$ cat config.mk
export PLATFORM = sky130hd
export DESIGN_NAME = ldc_top
export DESIGN_NICKNAME = d
export VERILOG_FILES = /design/src/ldc_pkg.sv /design/src/ldc_tmr_if.sv /design/src/ldc_debounce.sv /design/src/ldc_timer.sv /design/src/ldc_top.sv
export SDC_FILE = /design/constraint.sdc
export NUM_CORES = 1
export LEC_CHECK = 0
export BUFFER_PORTS_ARGS = -buffer_cell sky130_fd_sc_hd__buf_4
export CAP_MARGIN = 20
export CORE_MARGIN = 2
export CORE_UTILIZATION = 55
export DETAILED_ROUTE_END_ITERATION = 12
export HOLD_SLACK_MARGIN = 0.05
export PLACE_DENSITY = 0.81
export SYNTH_ARGS = -nofsm -noshare
export SYNTH_HDL_FRONTEND = slang
export SYNTH_SLANG_ARGS = --single-unit
$ cat constraint.sdc
create_clock -name mclk -period 6.2 [get_ports mclk]
set_input_delay 0.31 -clock mclk [delete_from_list [all_inputs] [get_ports mclk]]
set_output_delay 0.31 -clock mclk [all_outputs]
set_load 0.01 [all_outputs]
$ cat src/ldc_pkg.sv
// Shared constants, types and decoders for the loop detector channel configuration block
package ldc_pkg;
	localparam int CH_N = 4;
	localparam int L_W = 22;
	localparam int THR_W = 11;
	localparam int THR_MAX_NH = 1024;
	localparam int SEL_W = 4;
	localparam int IDX_W = 3;
	localparam int DLY_W = 5;
	localparam int EXT_W = 5;
	localparam int QCNT_W = 7;
	localparam int QTR_PER_SEC = 4;
	localparam logic [3:0] SEL_OFF = 4'h0;
	localparam logic [7:0] ADDR_MIN = 8'h80;
	localparam logic [7:0] ADDR_MAX = 8'hfe;
	localparam logic [7:0] ADDR_WILD = 8'hff;
	localparam logic [7:0] ADDR_BP_BASE = 8'h80;
	localparam logic [7:0] ADDR_RST = 8'h80;
	localparam logic [5:0] MD_BASIC = 6'h08;
	localparam logic [5:0] MD_EXP = 6'h20;
	localparam logic [1:0] FREQ_ILLEGAL = 2'h3;
	localparam logic [1:0] FREQ_RST = 2'h0;
	// Debounced pin vector layout
	localparam int DB_SEL = 0;
	localparam int DB_FREQ = 16;
	localparam int DB_BP = 18;
	localparam int DB_PHASE = 22;
	localparam int DB_COMM = 23;
	localparam int DB_W = 24;
	// Times in their own units, cycle counts derived from the 250 MHz clock
	localparam longint CLK_HZ = 250000000;
	localparam longint QTICK_MS = 250;
	localparam longint DEB_MS = 10;
	localparam longint TUNE_MS = 4000;
	localparam longint PULSE_MS = 188;
	localparam int QTICK_CYC = int'(CLK_HZ * QTICK_MS / 1000);
	localparam int DEB_CYC = int'(CLK_HZ * DEB_MS / 1000);
	localparam int TUNE_CYC = int'(CLK_HZ * TUNE_MS / 1000);
	localparam int PULSE_CYC = int'(CLK_HZ * PULSE_MS / 1000);
	localparam longint BAUD_OVS = 16;
	typedef enum logic [2:0] {
		BAUD_1200 = 3'h0,
		BAUD_2400 = 3'h1,
		BAUD_4800 = 3'h2,
		BAUD_9600 = 3'h3,
		BAUD_19200 = 3'h4
	} ldc_baud_type;
	localparam logic [15:0] BAUD_DIV_RST = 16'(CLK_HZ / (BAUD_OVS * 9600));
	typedef enum logic [2:0] {
		T_IDLE = 3'h0,
		T_DELAY = 3'h1,
		T_ON = 3'h2,
		T_EXT = 3'h3,
		T_PULSE = 3'h4,
		T_HOLD = 3'h5
	} ldc_tstate_type;
	// Divisor for sixteen samples per bit; an unlisted code falls back to 9600
	function automatic logic [15:0] baud_div(input logic [2:0] code);
		case (code)
			BAUD_1200: baud_div = 16'(CLK_HZ / (BAUD_OVS * 1200));
			BAUD_2400: baud_div = 16'(CLK_HZ / (BAUD_OVS * 2400));
			BAUD_4800: baud_div = 16'(CLK_HZ / (BAUD_OVS * 4800));
			BAUD_19200: baud_div = 16'(CLK_HZ / (BAUD_OVS * 19200));
			default: baud_div = BAUD_DIV_RST;
		endcase
	endfunction
	// Threshold in nH: index 0 is least sensitive, each step halves
	function automatic logic [THR_W-1:0] thr_nh(input logic [IDX_W-1:0] idx);
		thr_nh = THR_W'(THR_MAX_NH >> idx);
	endfunction
endpackage

$ cat src/ldc_tmr_if.sv
// Per-channel link between the configuration core and its output timer
`timescale 1ns/1ns
interface ldc_tmr_if;
	logic detect;
	logic pulse_mode;
	logic allow_delay;
	logic allow_ext;
	logic qtick;
	logic [6:0] delay_q;
	logic [4:0] ext_q;
	logic out;
	modport ctl (output detect, pulse_mode, allow_delay, allow_ext, qtick, delay_q, ext_q,
		input out);
	modport tmr (input detect, pulse_mode, allow_delay, allow_ext, qtick, delay_q, ext_q,
		output out);
endinterface

$ cat src/ldc_debounce.sv
// Two-stage synchroniser and stability filter for switch and pin inputs
`timescale 1ns/1ns
module ldc_debounce #(
	parameter int W = 24,
	parameter int STABLE_CYC = 2500000
) (
	input wire logic mclk,
	input wire logic nrst,
	input wire logic [W-1:0] din,
	output logic [W-1:0] dout
);
	typedef struct packed {
		logic [W-1:0] s1;
		logic [W-1:0] s2;
		logic [W-1:0] last;
		logic [31:0] cnt;
		logic [W-1:0] dout;
	} ldc_db_state_type;
	ldc_db_state_type st;
	ldc_db_state_type next_st;

	// A change restarts the count; the value is taken only after it held still
	always_comb begin
		next_st = st;
		next_st.s1 = din;
		next_st.s2 = st.s1;
		next_st.last = st.s2;
		if (st.s2 != st.last) begin
			next_st.cnt = 32'h0;
		end else if (st.cnt != 32'(STABLE_CYC - 1)) begin
			next_st.cnt = st.cnt + 32'h1;
		end else begin
			next_st.dout = st.s2;
		end
	end

	always_ff @(posedge mclk or negedge nrst) begin
		if (!nrst) begin
			st <= '0;
		end else begin
			st <= next_st;
		end
	end
	assign dout = st.dout;
endmodule

$ cat src/ldc_timer.sv
// Per-channel delay, extension and pulse output timer
`timescale 1ns/1ns
module ldc_timer #(
	parameter int PULSE_CYC = ldc_pkg::PULSE_CYC
) (
	input wire logic mclk,
	input wire logic nrst,
	ldc_tmr_if.tmr tif
);
	typedef struct packed {
		ldc_pkg::ldc_tstate_type state;
		logic [ldc_pkg::QCNT_W-1:0] qcnt;
		logic [31:0] pcnt;
		logic out;
	} ldc_tmr_state_type;
	ldc_tmr_state_type st;
	ldc_tmr_state_type next_st;

	// Quarter ticks are free running, so the first step of a count may be short
	always_comb begin
		next_st = st;
		unique case (st.state)
			ldc_pkg::T_IDLE: begin
				next_st.qcnt = '0;
				next_st.pcnt = 32'h0;
				if (tif.detect) begin
					if (tif.pulse_mode) begin
						next_st.state = ldc_pkg::T_PULSE;
					end else if (!tif.allow_delay || tif.delay_q == 7'h0) begin
						next_st.state = ldc_pkg::T_ON;
					end else begin
						next_st.state = ldc_pkg::T_DELAY;
					end
				end
			end
			ldc_pkg::T_DELAY: begin
				if (!tif.detect) begin
					next_st.state = ldc_pkg::T_IDLE;
				end else if (!tif.allow_delay) begin
					next_st.state = ldc_pkg::T_ON;
				end else if (tif.qtick) begin
					next_st.qcnt = st.qcnt + 7'h1;
					if (st.qcnt + 7'h1 >= tif.delay_q) begin
						next_st.state = ldc_pkg::T_ON;
					end
				end
			end
			ldc_pkg::T_ON: begin
				next_st.qcnt = '0;
				if (!tif.detect) begin
					if (tif.allow_ext && tif.ext_q != 5'h0) begin
						next_st.state = ldc_pkg::T_EXT;
					end else begin
						next_st.state = ldc_pkg::T_IDLE;
					end
				end
			end
			ldc_pkg::T_EXT: begin
				if (tif.detect) begin
					next_st.state = ldc_pkg::T_ON;
				end else if (!tif.allow_ext) begin
					next_st.state = ldc_pkg::T_IDLE;
				end else if (tif.qtick) begin
					next_st.qcnt = st.qcnt + 7'h1;
					if (st.qcnt + 7'h1 >= {2'h0, tif.ext_q}) begin
						next_st.state = ldc_pkg::T_IDLE;
					end
				end
			end
			ldc_pkg::T_PULSE: begin
				next_st.pcnt = st.pcnt + 32'h1;
				if (st.pcnt == 32'(PULSE_CYC - 1)) begin
					next_st.state = ldc_pkg::T_HOLD;
				end
			end
			ldc_pkg::T_HOLD: begin
				if (!tif.detect) begin
					next_st.state = ldc_pkg::T_IDLE;
				end
			end
			default: begin
				next_st.state = ldc_pkg::T_IDLE;
			end
		endcase
		next_st.out = next_st.state == ldc_pkg::T_ON || next_st.state == ldc_pkg::T_EXT
			|| next_st.state == ldc_pkg::T_PULSE;
	end

	always_ff @(posedge mclk or negedge nrst) begin
		if (!nrst) begin
			st <= '0;
		end else begin
			st <= next_st;
		end
	end
	assign tif.out = st.out;
endmodule

$ cat src/ldc_top.sv
// Four-channel loop detector configuration, scanning, timing and serial addressing core
`timescale 1ns/1ns
// Summary of operation
// Configuration comes from manual switches or from software-written stored settings.
// Eight thresholds in 2:1 steps, each an inductance change in nanohenries.
// A channel detects only when the inductance drop exceeds its threshold.
// One shared oscillator scans the channels one at a time.
// One of three oscillator frequencies from a switch or software.
// Each serial port supports multidrop with up to eight units.
// Expansion module: 32 units, independent rear port, front traffic leaves rear alone.
// Software bit rate 1200 to 19200; independent front and rear with module.
// Software address 128 to 254; 255 is accepted only on the front port.
// Four-bit back-panel address selects 16 addresses when software enables it.
// Phase true blocks delay and allows extension; false does the reverse.
// Software can turn phase gating off so both timings always run.
// Each channel gives presence or pulse output, from switches or software.
// Selector off disables the channel output and its detect and fault lamps.
// Selector has off, seven presence and eight pulse threshold positions.
// Each selector step halves the threshold; most sensitive is 8 nH.
// Each channel tunes to its loop within four seconds after power-up.
// The loop reference follows slow drift without false or lost detection.
// Delay 0 to 31 s in 1 s steps; extension 0 to 7.75 s in quarters.
// The least sensitive threshold is a 1024 nH change.
// Back-panel addressing replaces the software address; front wildcard still works.
// Switch inputs are synchronised and debounced before use.
module ldc_top #(
	parameter int QTICK_CYC = ldc_pkg::QTICK_CYC,
	parameter int DEB_CYC = ldc_pkg::DEB_CYC,
	parameter int TUNE_CYC = ldc_pkg::TUNE_CYC,
	parameter int PULSE_CYC = ldc_pkg::PULSE_CYC
) (
	input wire logic mclk,
	input wire logic nrst,
	input wire logic cfg_from_sw,
	input wire logic [15:0] sel_pin,
	input wire logic [1:0] freq_pin,
	input wire logic phase_pin,
	input wire logic [3:0] bp_addr_pin,
	input wire logic comm_module_pin,
	input wire logic [3:0] sw_mode_pulse,
	input wire logic [11:0] sw_thr_idx,
	input wire logic [3:0] sw_chan_off,
	input wire logic [1:0] sw_freq,
	input wire logic gate_en,
	input wire logic [19:0] delay_sec,
	input wire logic [19:0] ext_qsec,
	input wire logic meas_valid,
	input wire logic [21:0] meas_l,
	input wire logic [3:0] fault_in,
	input wire logic [2:0] baud_front,
	input wire logic [2:0] baud_rear,
	input wire logic [7:0] sw_addr,
	input wire logic bp_addr_en,
	input wire logic rx_front_valid,
	input wire logic [7:0] rx_front_addr,
	input wire logic rx_rear_valid,
	input wire logic [7:0] rx_rear_addr,
	input wire logic front_busy,
	output logic [3:0] det_out,
	output logic [3:0] led_detect,
	output logic [3:0] led_fault,
	output logic [1:0] osc_sel,
	output logic [1:0] osc_freq,
	output logic tune_done,
	output logic tune_fail,
	output logic [7:0] unit_addr,
	output logic [15:0] baud_div_front,
	output logic [15:0] baud_div_rear,
	output logic [5:0] md_limit,
	output logic rear_indep,
	output logic hit_front,
	output logic hit_rear
);
	typedef struct packed {
		logic [3:0] tuned;
		logic [3:0][21:0] base;
		logic [3:0] raw;
		logic [3:0] drift_due;
		logic [1:0] osc_sel;
		logic [1:0] osc_freq;
		logic [31:0] qcnt;
		logic qtick;
		logic [31:0] tcnt;
		logic tune_done;
		logic tune_fail;
		logic [3:0] det_out;
		logic [3:0] led_detect;
		logic [3:0] led_fault;
		logic [7:0] unit_addr;
		logic [15:0] baud_div_front;
		logic [15:0] baud_div_rear;
		logic [5:0] md_limit;
		logic rear_indep;
		logic hit_front;
		logic hit_rear;
	} ldc_top_state_type;
	ldc_top_state_type st;
	ldc_top_state_type next_st;

	logic [ldc_pkg::DB_W-1:0] db;
	logic [3:0] off_v;
	logic [3:0] pulse_v;
	logic [3:0][2:0] idx_v;
	logic [3:0] tout;
	logic [1:0] freq_db;
	logic [3:0] bp_db;
	logic phase_db;
	logic comm_db;
	logic allow_delay;
	logic allow_ext;
	logic [21:0] cur_base;
	logic [21:0] cur_delta;
	logic [10:0] cur_thr;
	logic cur_hit;

	// Every pin-level switch and strap is synchronised and filtered here
	ldc_debounce #(
		.W(ldc_pkg::DB_W),
		.STABLE_CYC(DEB_CYC)
	) u_deb (
		.mclk(mclk),
		.nrst(nrst),
		.din({comm_module_pin, phase_pin, bp_addr_pin, freq_pin, sel_pin}),
		.dout(db)
	);
	assign freq_db = db[ldc_pkg::DB_FREQ +: 2];
	assign bp_db = db[ldc_pkg::DB_BP +: 4];
	assign phase_db = db[ldc_pkg::DB_PHASE];
	assign comm_db = db[ldc_pkg::DB_COMM];

	// Phase gating; with gating off both timings are always permitted
	assign allow_delay = !gate_en || !phase_db;
	assign allow_ext = !gate_en || phase_db;

	// Per-channel source select and output timer
	ldc_tmr_if tif[ldc_pkg::CH_N] ();
	genvar g;
	generate
		for (g = 0; g < ldc_pkg::CH_N; g++) begin : g_ch
			logic [3:0] sel;
			assign sel = db[ldc_pkg::DB_SEL + 4 * g +: 4];
			// Position 0 is off, 1..7 presence, 8..15 pulse; low bits index the threshold
			assign off_v[g] = cfg_from_sw ? sw_chan_off[g] : sel == ldc_pkg::SEL_OFF;
			assign pulse_v[g] = cfg_from_sw ? sw_mode_pulse[g] : sel[3];
			assign idx_v[g] = cfg_from_sw ? sw_thr_idx[3 * g +: 3] : sel[2:0];
			assign tif[g].detect = st.raw[g];
			assign tif[g].pulse_mode = pulse_v[g];
			assign tif[g].allow_delay = allow_delay;
			assign tif[g].allow_ext = allow_ext;
			assign tif[g].qtick = st.qtick;
			assign tif[g].delay_q = 7'(delay_sec[5 * g +: 5] * ldc_pkg::QTR_PER_SEC);
			assign tif[g].ext_q = ext_qsec[5 * g +: 5];
			assign tout[g] = tif[g].out;
			ldc_timer #(
				.PULSE_CYC(PULSE_CYC)
			) u_tmr (
				.mclk(mclk),
				.nrst(nrst),
				.tif(tif[g])
			);
		end
	endgenerate

	// Compare the scanned channel against its reference; a drop means a vehicle
	assign cur_base = st.base[st.osc_sel];
	assign cur_delta = cur_base - meas_l;
	assign cur_thr = ldc_pkg::thr_nh(idx_v[st.osc_sel]);
	assign cur_hit = cur_base > meas_l && cur_delta > 22'(cur_thr);

	// Call decision shared by the output and its lamp; off silences both
	function automatic logic chan_call(input logic off, input logic tmr, input logic flt);
		chan_call = !off && (tmr || flt);
	endfunction

	// All next-state logic in one place
	always_comb begin
		next_st = st;
		// Quarter-second time base shared by timers and drift tracking
		if (st.qcnt == 32'(QTICK_CYC - 1)) begin
			next_st.qcnt = 32'h0;
			next_st.qtick = 1'b1;
		end else begin
			next_st.qcnt = st.qcnt + 32'h1;
			next_st.qtick = 1'b0;
		end
		// One measurement closes the dwell; the oscillator moves on to the next channel
		if (meas_valid) begin
			next_st.osc_sel = st.osc_sel + 2'h1;
			for (int k = 0; k < ldc_pkg::CH_N; k++) begin
				if (2'(k) == st.osc_sel && !off_v[k]) begin
					if (!st.tuned[k]) begin
						next_st.base[k] = meas_l;
						next_st.tuned[k] = 1'b1;
						next_st.raw[k] = 1'b0;
					end else begin
						next_st.raw[k] = cur_hit;
						// Creep one nH per quarter second, frozen while a vehicle sits
						if (!cur_hit && st.drift_due[k]) begin
							next_st.drift_due[k] = 1'b0;
							if (meas_l > cur_base) begin
								next_st.base[k] = cur_base + 22'h1;
							end else if (meas_l < cur_base) begin
								next_st.base[k] = cur_base - 22'h1;
							end
						end
					end
				end
			end
		end
		// A fresh tick wins over the clear above
		next_st.drift_due = next_st.drift_due | {4{st.qtick}};
		// Channels switched off forget their tuning and retune when turned back on
		for (int k = 0; k < ldc_pkg::CH_N; k++) begin
			if (off_v[k]) begin
				next_st.tuned[k] = 1'b0;
				next_st.raw[k] = 1'b0;
			end
		end
		// Power-up tuning window
		if (st.tcnt != 32'(TUNE_CYC)) begin
			next_st.tcnt = st.tcnt + 32'h1;
		end
		next_st.tune_done = &(st.tuned | off_v) && off_v != 4'hf;
		if (st.tcnt == 32'(TUNE_CYC - 1) && !st.tune_done) begin
			next_st.tune_fail = 1'b1;
		end
		// The unused fourth switch code keeps the last frequency
		if ((cfg_from_sw ? sw_freq : freq_db) != ldc_pkg::FREQ_ILLEGAL) begin
			next_st.osc_freq = cfg_from_sw ? sw_freq : freq_db;
		end
		// Outputs and lamps; a fault forces a call, but off silences everything
		for (int k = 0; k < ldc_pkg::CH_N; k++) begin
			next_st.det_out[k] = chan_call(off_v[k], tout[k], fault_in[k]);
			next_st.led_detect[k] = chan_call(off_v[k], tout[k], fault_in[k]);
			next_st.led_fault[k] = !off_v[k] && fault_in[k];
		end
		// Address: back panel overrides; an out-of-range software value is ignored
		if (bp_addr_en) begin
			next_st.unit_addr = ldc_pkg::ADDR_BP_BASE | {4'h0, bp_db};
		end else if (sw_addr >= ldc_pkg::ADDR_MIN && sw_addr <= ldc_pkg::ADDR_MAX) begin
			next_st.unit_addr = sw_addr;
		end
		next_st.hit_front = rx_front_valid
			&& (rx_front_addr == st.unit_addr || rx_front_addr == ldc_pkg::ADDR_WILD);
		// Without the module both ports share one line, so front traffic blocks the rear
		next_st.hit_rear = rx_rear_valid && rx_rear_addr == st.unit_addr
			&& (comm_db || !front_busy);
		next_st.baud_div_front = ldc_pkg::baud_div(baud_front);
		next_st.baud_div_rear = ldc_pkg::baud_div(comm_db ? baud_rear : baud_front);
		next_st.md_limit = comm_db ? ldc_pkg::MD_EXP : ldc_pkg::MD_BASIC;
		next_st.rear_indep = comm_db;
	end

	always_ff @(posedge mclk or negedge nrst) begin
		if (!nrst) begin
			st <= '0;
			st.osc_freq <= ldc_pkg::FREQ_RST;
			st.unit_addr <= ldc_pkg::ADDR_RST;
			st.baud_div_front <= ldc_pkg::BAUD_DIV_RST;
			st.baud_div_rear <= ldc_pkg::BAUD_DIV_RST;
			st.md_limit <= ldc_pkg::MD_BASIC;
		end else begin
			st <= next_st;
		end
	end

	assign det_out = st.det_out;
	assign led_detect = st.led_detect;
	assign led_fault = st.led_fault;
	assign osc_sel = st.osc_sel;
	assign osc_freq = st.osc_freq;
	assign tune_done = st.tune_done;
	assign tune_fail = st.tune_fail;
	assign unit_addr = st.unit_addr;
	assign baud_div_front = st.baud_div_front;
	assign baud_div_rear = st.baud_div_rear;
	assign md_limit = st.md_limit;
	assign rear_indep = st.rear_indep;
	assign hit_front = st.hit_front;
	assign hit_rear = st.hit_rear;
endmodule

==> results.txt <==
* Status: finished, final reports clean
- Wires add up to 72.3 mm.
- Worst path setup slack after routing: 310 ps
* Max-cap check violation count: 0
- Headroom to the max-slew limit came out at 0.268.
- Source of the worst hold timing path: meas_l[5]
* Seq cells post-synth: 519
- Half-perimeter wire length after placement: 49.5 mm
- After global routing the overflow that remains totals 0.
- Kind of critical path: flop to flop
* Vias: 22400
* Ratio of cells with drive above 1 in the final layout: 0.161
- For this run, the post-layout net count is 3361.
- Across the VDD grid, the largest voltage drop is 0.000475 V.
- Measured along the x axis, the die boundary spans 231 um.
- Tracing the worst setup path back leads to its startpoint at osc_sel[0].
- After synthesis, the netlist uses 78 different library cells.
- The number of pins exceeding their max-slew limit in the final report is 0.
- Placeable Area: 51100 um2
- Most instantiated flip-flop cell in the synthesis netlist: dfrtp_1
* CP Capture Type: flop
- Fraction of the cycle the final worst path needs: 0.950
* EDFF count, synth: 0
- In this run, the number of DRC markers left after iteration 0 of detailed routing was 2014.
- At the pin with the least slew margin, the transition time is 1100 ps.
* H-tree levels: 2
* Remaining number of nets flagged by the antenna check after routing: 0
- Fraction of synthesized cell area in xor and xnor cells: 0.0869
* Time the worst path needs with I/O delays and setup: 5890 ps
- Wire length of the first global-routing pass: 117 mm
* Root buffer cell: clkbuf_16
- P_leak: between 10 and 15 nW
- Start of the worst register-to-register path: osc_sel[0]
- After clock tree synthesis, the clock-pin slew on the worst setup and hold paths is 60 ps.
- Port bufs: 209
- Once placement completed, the tool counted placed cells totaling 3647.
- For this design, the sink count on the clock tree is 519.
- CP Launch Type: flop
- The clock passes through at most 3 buffers.
- Post-route clock skew: 18.0 ps
- In the layout the commonest cells are dfrtp_1, nor2_1, buf_4.
* Post-route insts no fill: 3823
* Count of standard-cell rows: 83
- Routability-driven placement finished with a final weighted congestion of 0.952.
- For this run, the share of the core covered by cells in the final layout is 0.646.
- Pre-Repair DR Iteration Count: 6
- Setup Total Neg Slack: 0 ps
- The compound-cell area share of the yosys netlist came to 0.0960.
- Arrival time at the worst endpoint: 6420 ps
- The area growth from synthesis to layout is 16.6%.
- The worst hold path belongs to the class primary input to flop.
- Part of the Yosys area used for sequential elements: 0.459
- During I/O placement, the number of pins put on the boundary was ~220.
- Leaving out fill and tap cells, the most frequent cell in the layout is dfrtp_1.
- In the routed design, unresolved DRC markers number 0.
- The number of global-route vias before repair is roughly 23000.
- The synthesized netlist occupies a cell area of 28300 um2.
* Yosys warning count: 0
- The floorplan step defined a die boundary enclosing around 53000 um2.
- Synthesis handed over a netlist of 2870 instances.
- Dividing total power by cell area gives a power density of between 400 and 500 nW/um2.
- For this configuration, the core starts out at a cell density of 0.554.
* Multiplexer area fraction after synthesis: 0.0783
- TritonCTS built the clock tree.
- Averaged over all synthesized cells, the footprint is 9.87 um2.
- Clock tree synthesis inserted a total of between 50 and 60 buffers.
* Maximum number of pins on one net before global-route repair: 140
- In the global route stage, overall resource usage came out at 0.271.
* Adder and majority cell fraction of the synthesized area: 0.0500
- Dividing the detail-routed via count by the number of cells gives 5.86.
- Number of antenna violations at the first check in global routing: 2
- For the worst-skew pair, the clock arrives at the later sink with an insertion delay of 620 ps.
- Hold violation total from the final report: 0
- Count of endpoints failing setup in the final report: 0
* Number of diodes: 0
* Fraction of the mapped netlist area in simple logic gates: 0.182
* Average wire length per cell after detail routing: 18.9 um
- In the synthesized netlist the async set-or-reset flop fraction comes to 1.00.
* Unrepaired setup endpoints after global routing: true
- DP Worst Slack: 58.4 ps
* Combinational family with the most area after synthesis: simple AND/OR/NAND/NOR gates
* Vert. Die Dim: 231 um
- Peak Freq: around 0.17 GHz
- Required arrival time at the worst endpoint: 6730 ps
- Critical Path Fanout Max: 8
- The filler cells instantiated in the layout total approximately 3900.
## cells in the mapped netlist, types with 8 or more instances
master	count	area (um2)
a21oi_1	174	871
dfstp_2	16	420
nor2b_1	30	188
inv_1	131	492
buf_1	10	37.5
o21bai_1	10	75.1
o211ai_1	9	67.6
mux4_2	27	608
nand4_1	60	375
dfrtp_1	503	12600
a211oi_1	8	60.1
or2_2	9	56.3
nand2_1	200	751
nor4b_1	17	149
nand2b_1	24	150
mux2i_1	85	851
xnor2_1	136	1190
mux2_2	65	732
nor2_1	356	1340
or4_1	17	128
and3_1	44	275
buf_2	14	70.1
a31oi_1	10	62.6
nor3_1	33	165
and4_1	13	114
clkbuf_1	59	221
xor2_1	145	1270
ha_1	110	1380
and2_1	21	131
a21o_1	46	345
o21ai_0	98	490
buf_4	70	526
or3_1	27	169
nor4_1	33	206
nand3_1	150	751
## critical path: stages (launching register included)
cell and delay [ps]:
dfrtp_2 390, mux4_2 520, inv_1 70, ha_1 150, inv_1 60, fa_1 400
a21o_1 240, a221oi_2 280, buf_4 180, and4b_1 230, nor3_2 210, o31a_1 220
clkinvlp_4 210, buf_4 190, fa_1 420, a211oi_1 300, o21ai_0 210, nand3_1 160
a21oi_1 120, o31ai_2 330, o21bai_1 210, a21oi_2 220, xnor2_2 180, mux2i_1 120
a21oi_1 190
## metal layers
| metal | routed length, um | vias to the layer above | global-route usage | share of wire |
|---|---|---|---|---|
| li1 | - | 10400 | - | - |
| met1 | 30000 | 11100 | 0.348 | 0.42 |
| met2 | 36200 | 712 | 0.468 | 0.50 |
| met3 | 3980 | 168 | 0.0461 | 0.055 |
| met4 | 2100 | 2 | 0.0883 | 0.029 |
| met5 | 15 | - | 0 | 0.00021 |
## stage by stage
stage               hold slack, ps  area (um2)  power [W]
floorplan                     14.4       28400    0.00900
global placement               335       30300     0.0104
detailed placement             336       30300     0.0107
CTS                           51.6       32900     0.0144
global route                  70.7       33000     0.0156
finish                        71.5       33000     0.0147
## registers in the layout, summed over array words and instances, names as in the netlist
register and flops:
u_deb.dout 24, u_deb.next_st 48, tune_done 1, osc_sel 2
baud_div_front 14, u_deb.st 56, baud_div_rear 14, hit_front 1
unit_addr 8, g_ch.u_tmr.st 168, hit_rear 1, led_detect 4
tune_fail 1, g_ch.u_tmr.tif.out 4, led_fault 4, st 164
md_limit 2, osc_freq 2, tif.qtick 1
## logic make-up after synthesis
| kind of cell | after synthesis |
|---|---|
| buffers and inverters | 286 |
| multiplexers | 178 |
| adder cells (fa/ha/maj) | 112 |
| AND/OR/NAND/NOR | 1058 |
| other | 1 |
| flip-flops | 519 |
| XOR/XNOR | 281 |
| AO/OA/AOI/OAI | 435 |
## path summary, 6_finish.rpt
path / slack, ps / to / cells past startpoint
max in group asynchronous: 4460 / st[176] / 3
min in group asynchronous: 330 / hit_rear / 2
worst min-delay path: 70 / st[167] / 3
worst max register to register: 310 / st[180] / 24
worst min register to register: 350 / u_deb.next_st[70] / 0
worst max-delay path: 310 / st[180] / 24
## area by class of cell
type	count	area, um2	area share
well taps	680	851	0.0258
flip-flops and latches	519	13000	0.394
repair buffers	318	2610	0.0791
clock buffers	70	1550	0.0468
clock inverters	33	399	0.0121
inverters	131	495	0.0150
multi-input cells	2072	14100	0.427
## power by group
| group | switching, W | leakage, nW | internal (W) |
|---|---|---|---|
| Combinational | 0.00427 | 7.12 | 0.00292 |
| Clock | 0.00146 | 0.952 | 0.00207 |
| Sequential | 0.000244 | 6.73 | 0.00375 |
## repair_timing
action / CTS / global route
buffers inserted: 0 / 11
endpoints found under the hold margin: 204 / 0
pin swaps: 0 / 5
endpoints found under the setup margin: 4 / 86
gates resized for setup: 1 / 12
hold buffers: 61 / 0
Note: power is estimated with default switching activity, not from simulation.
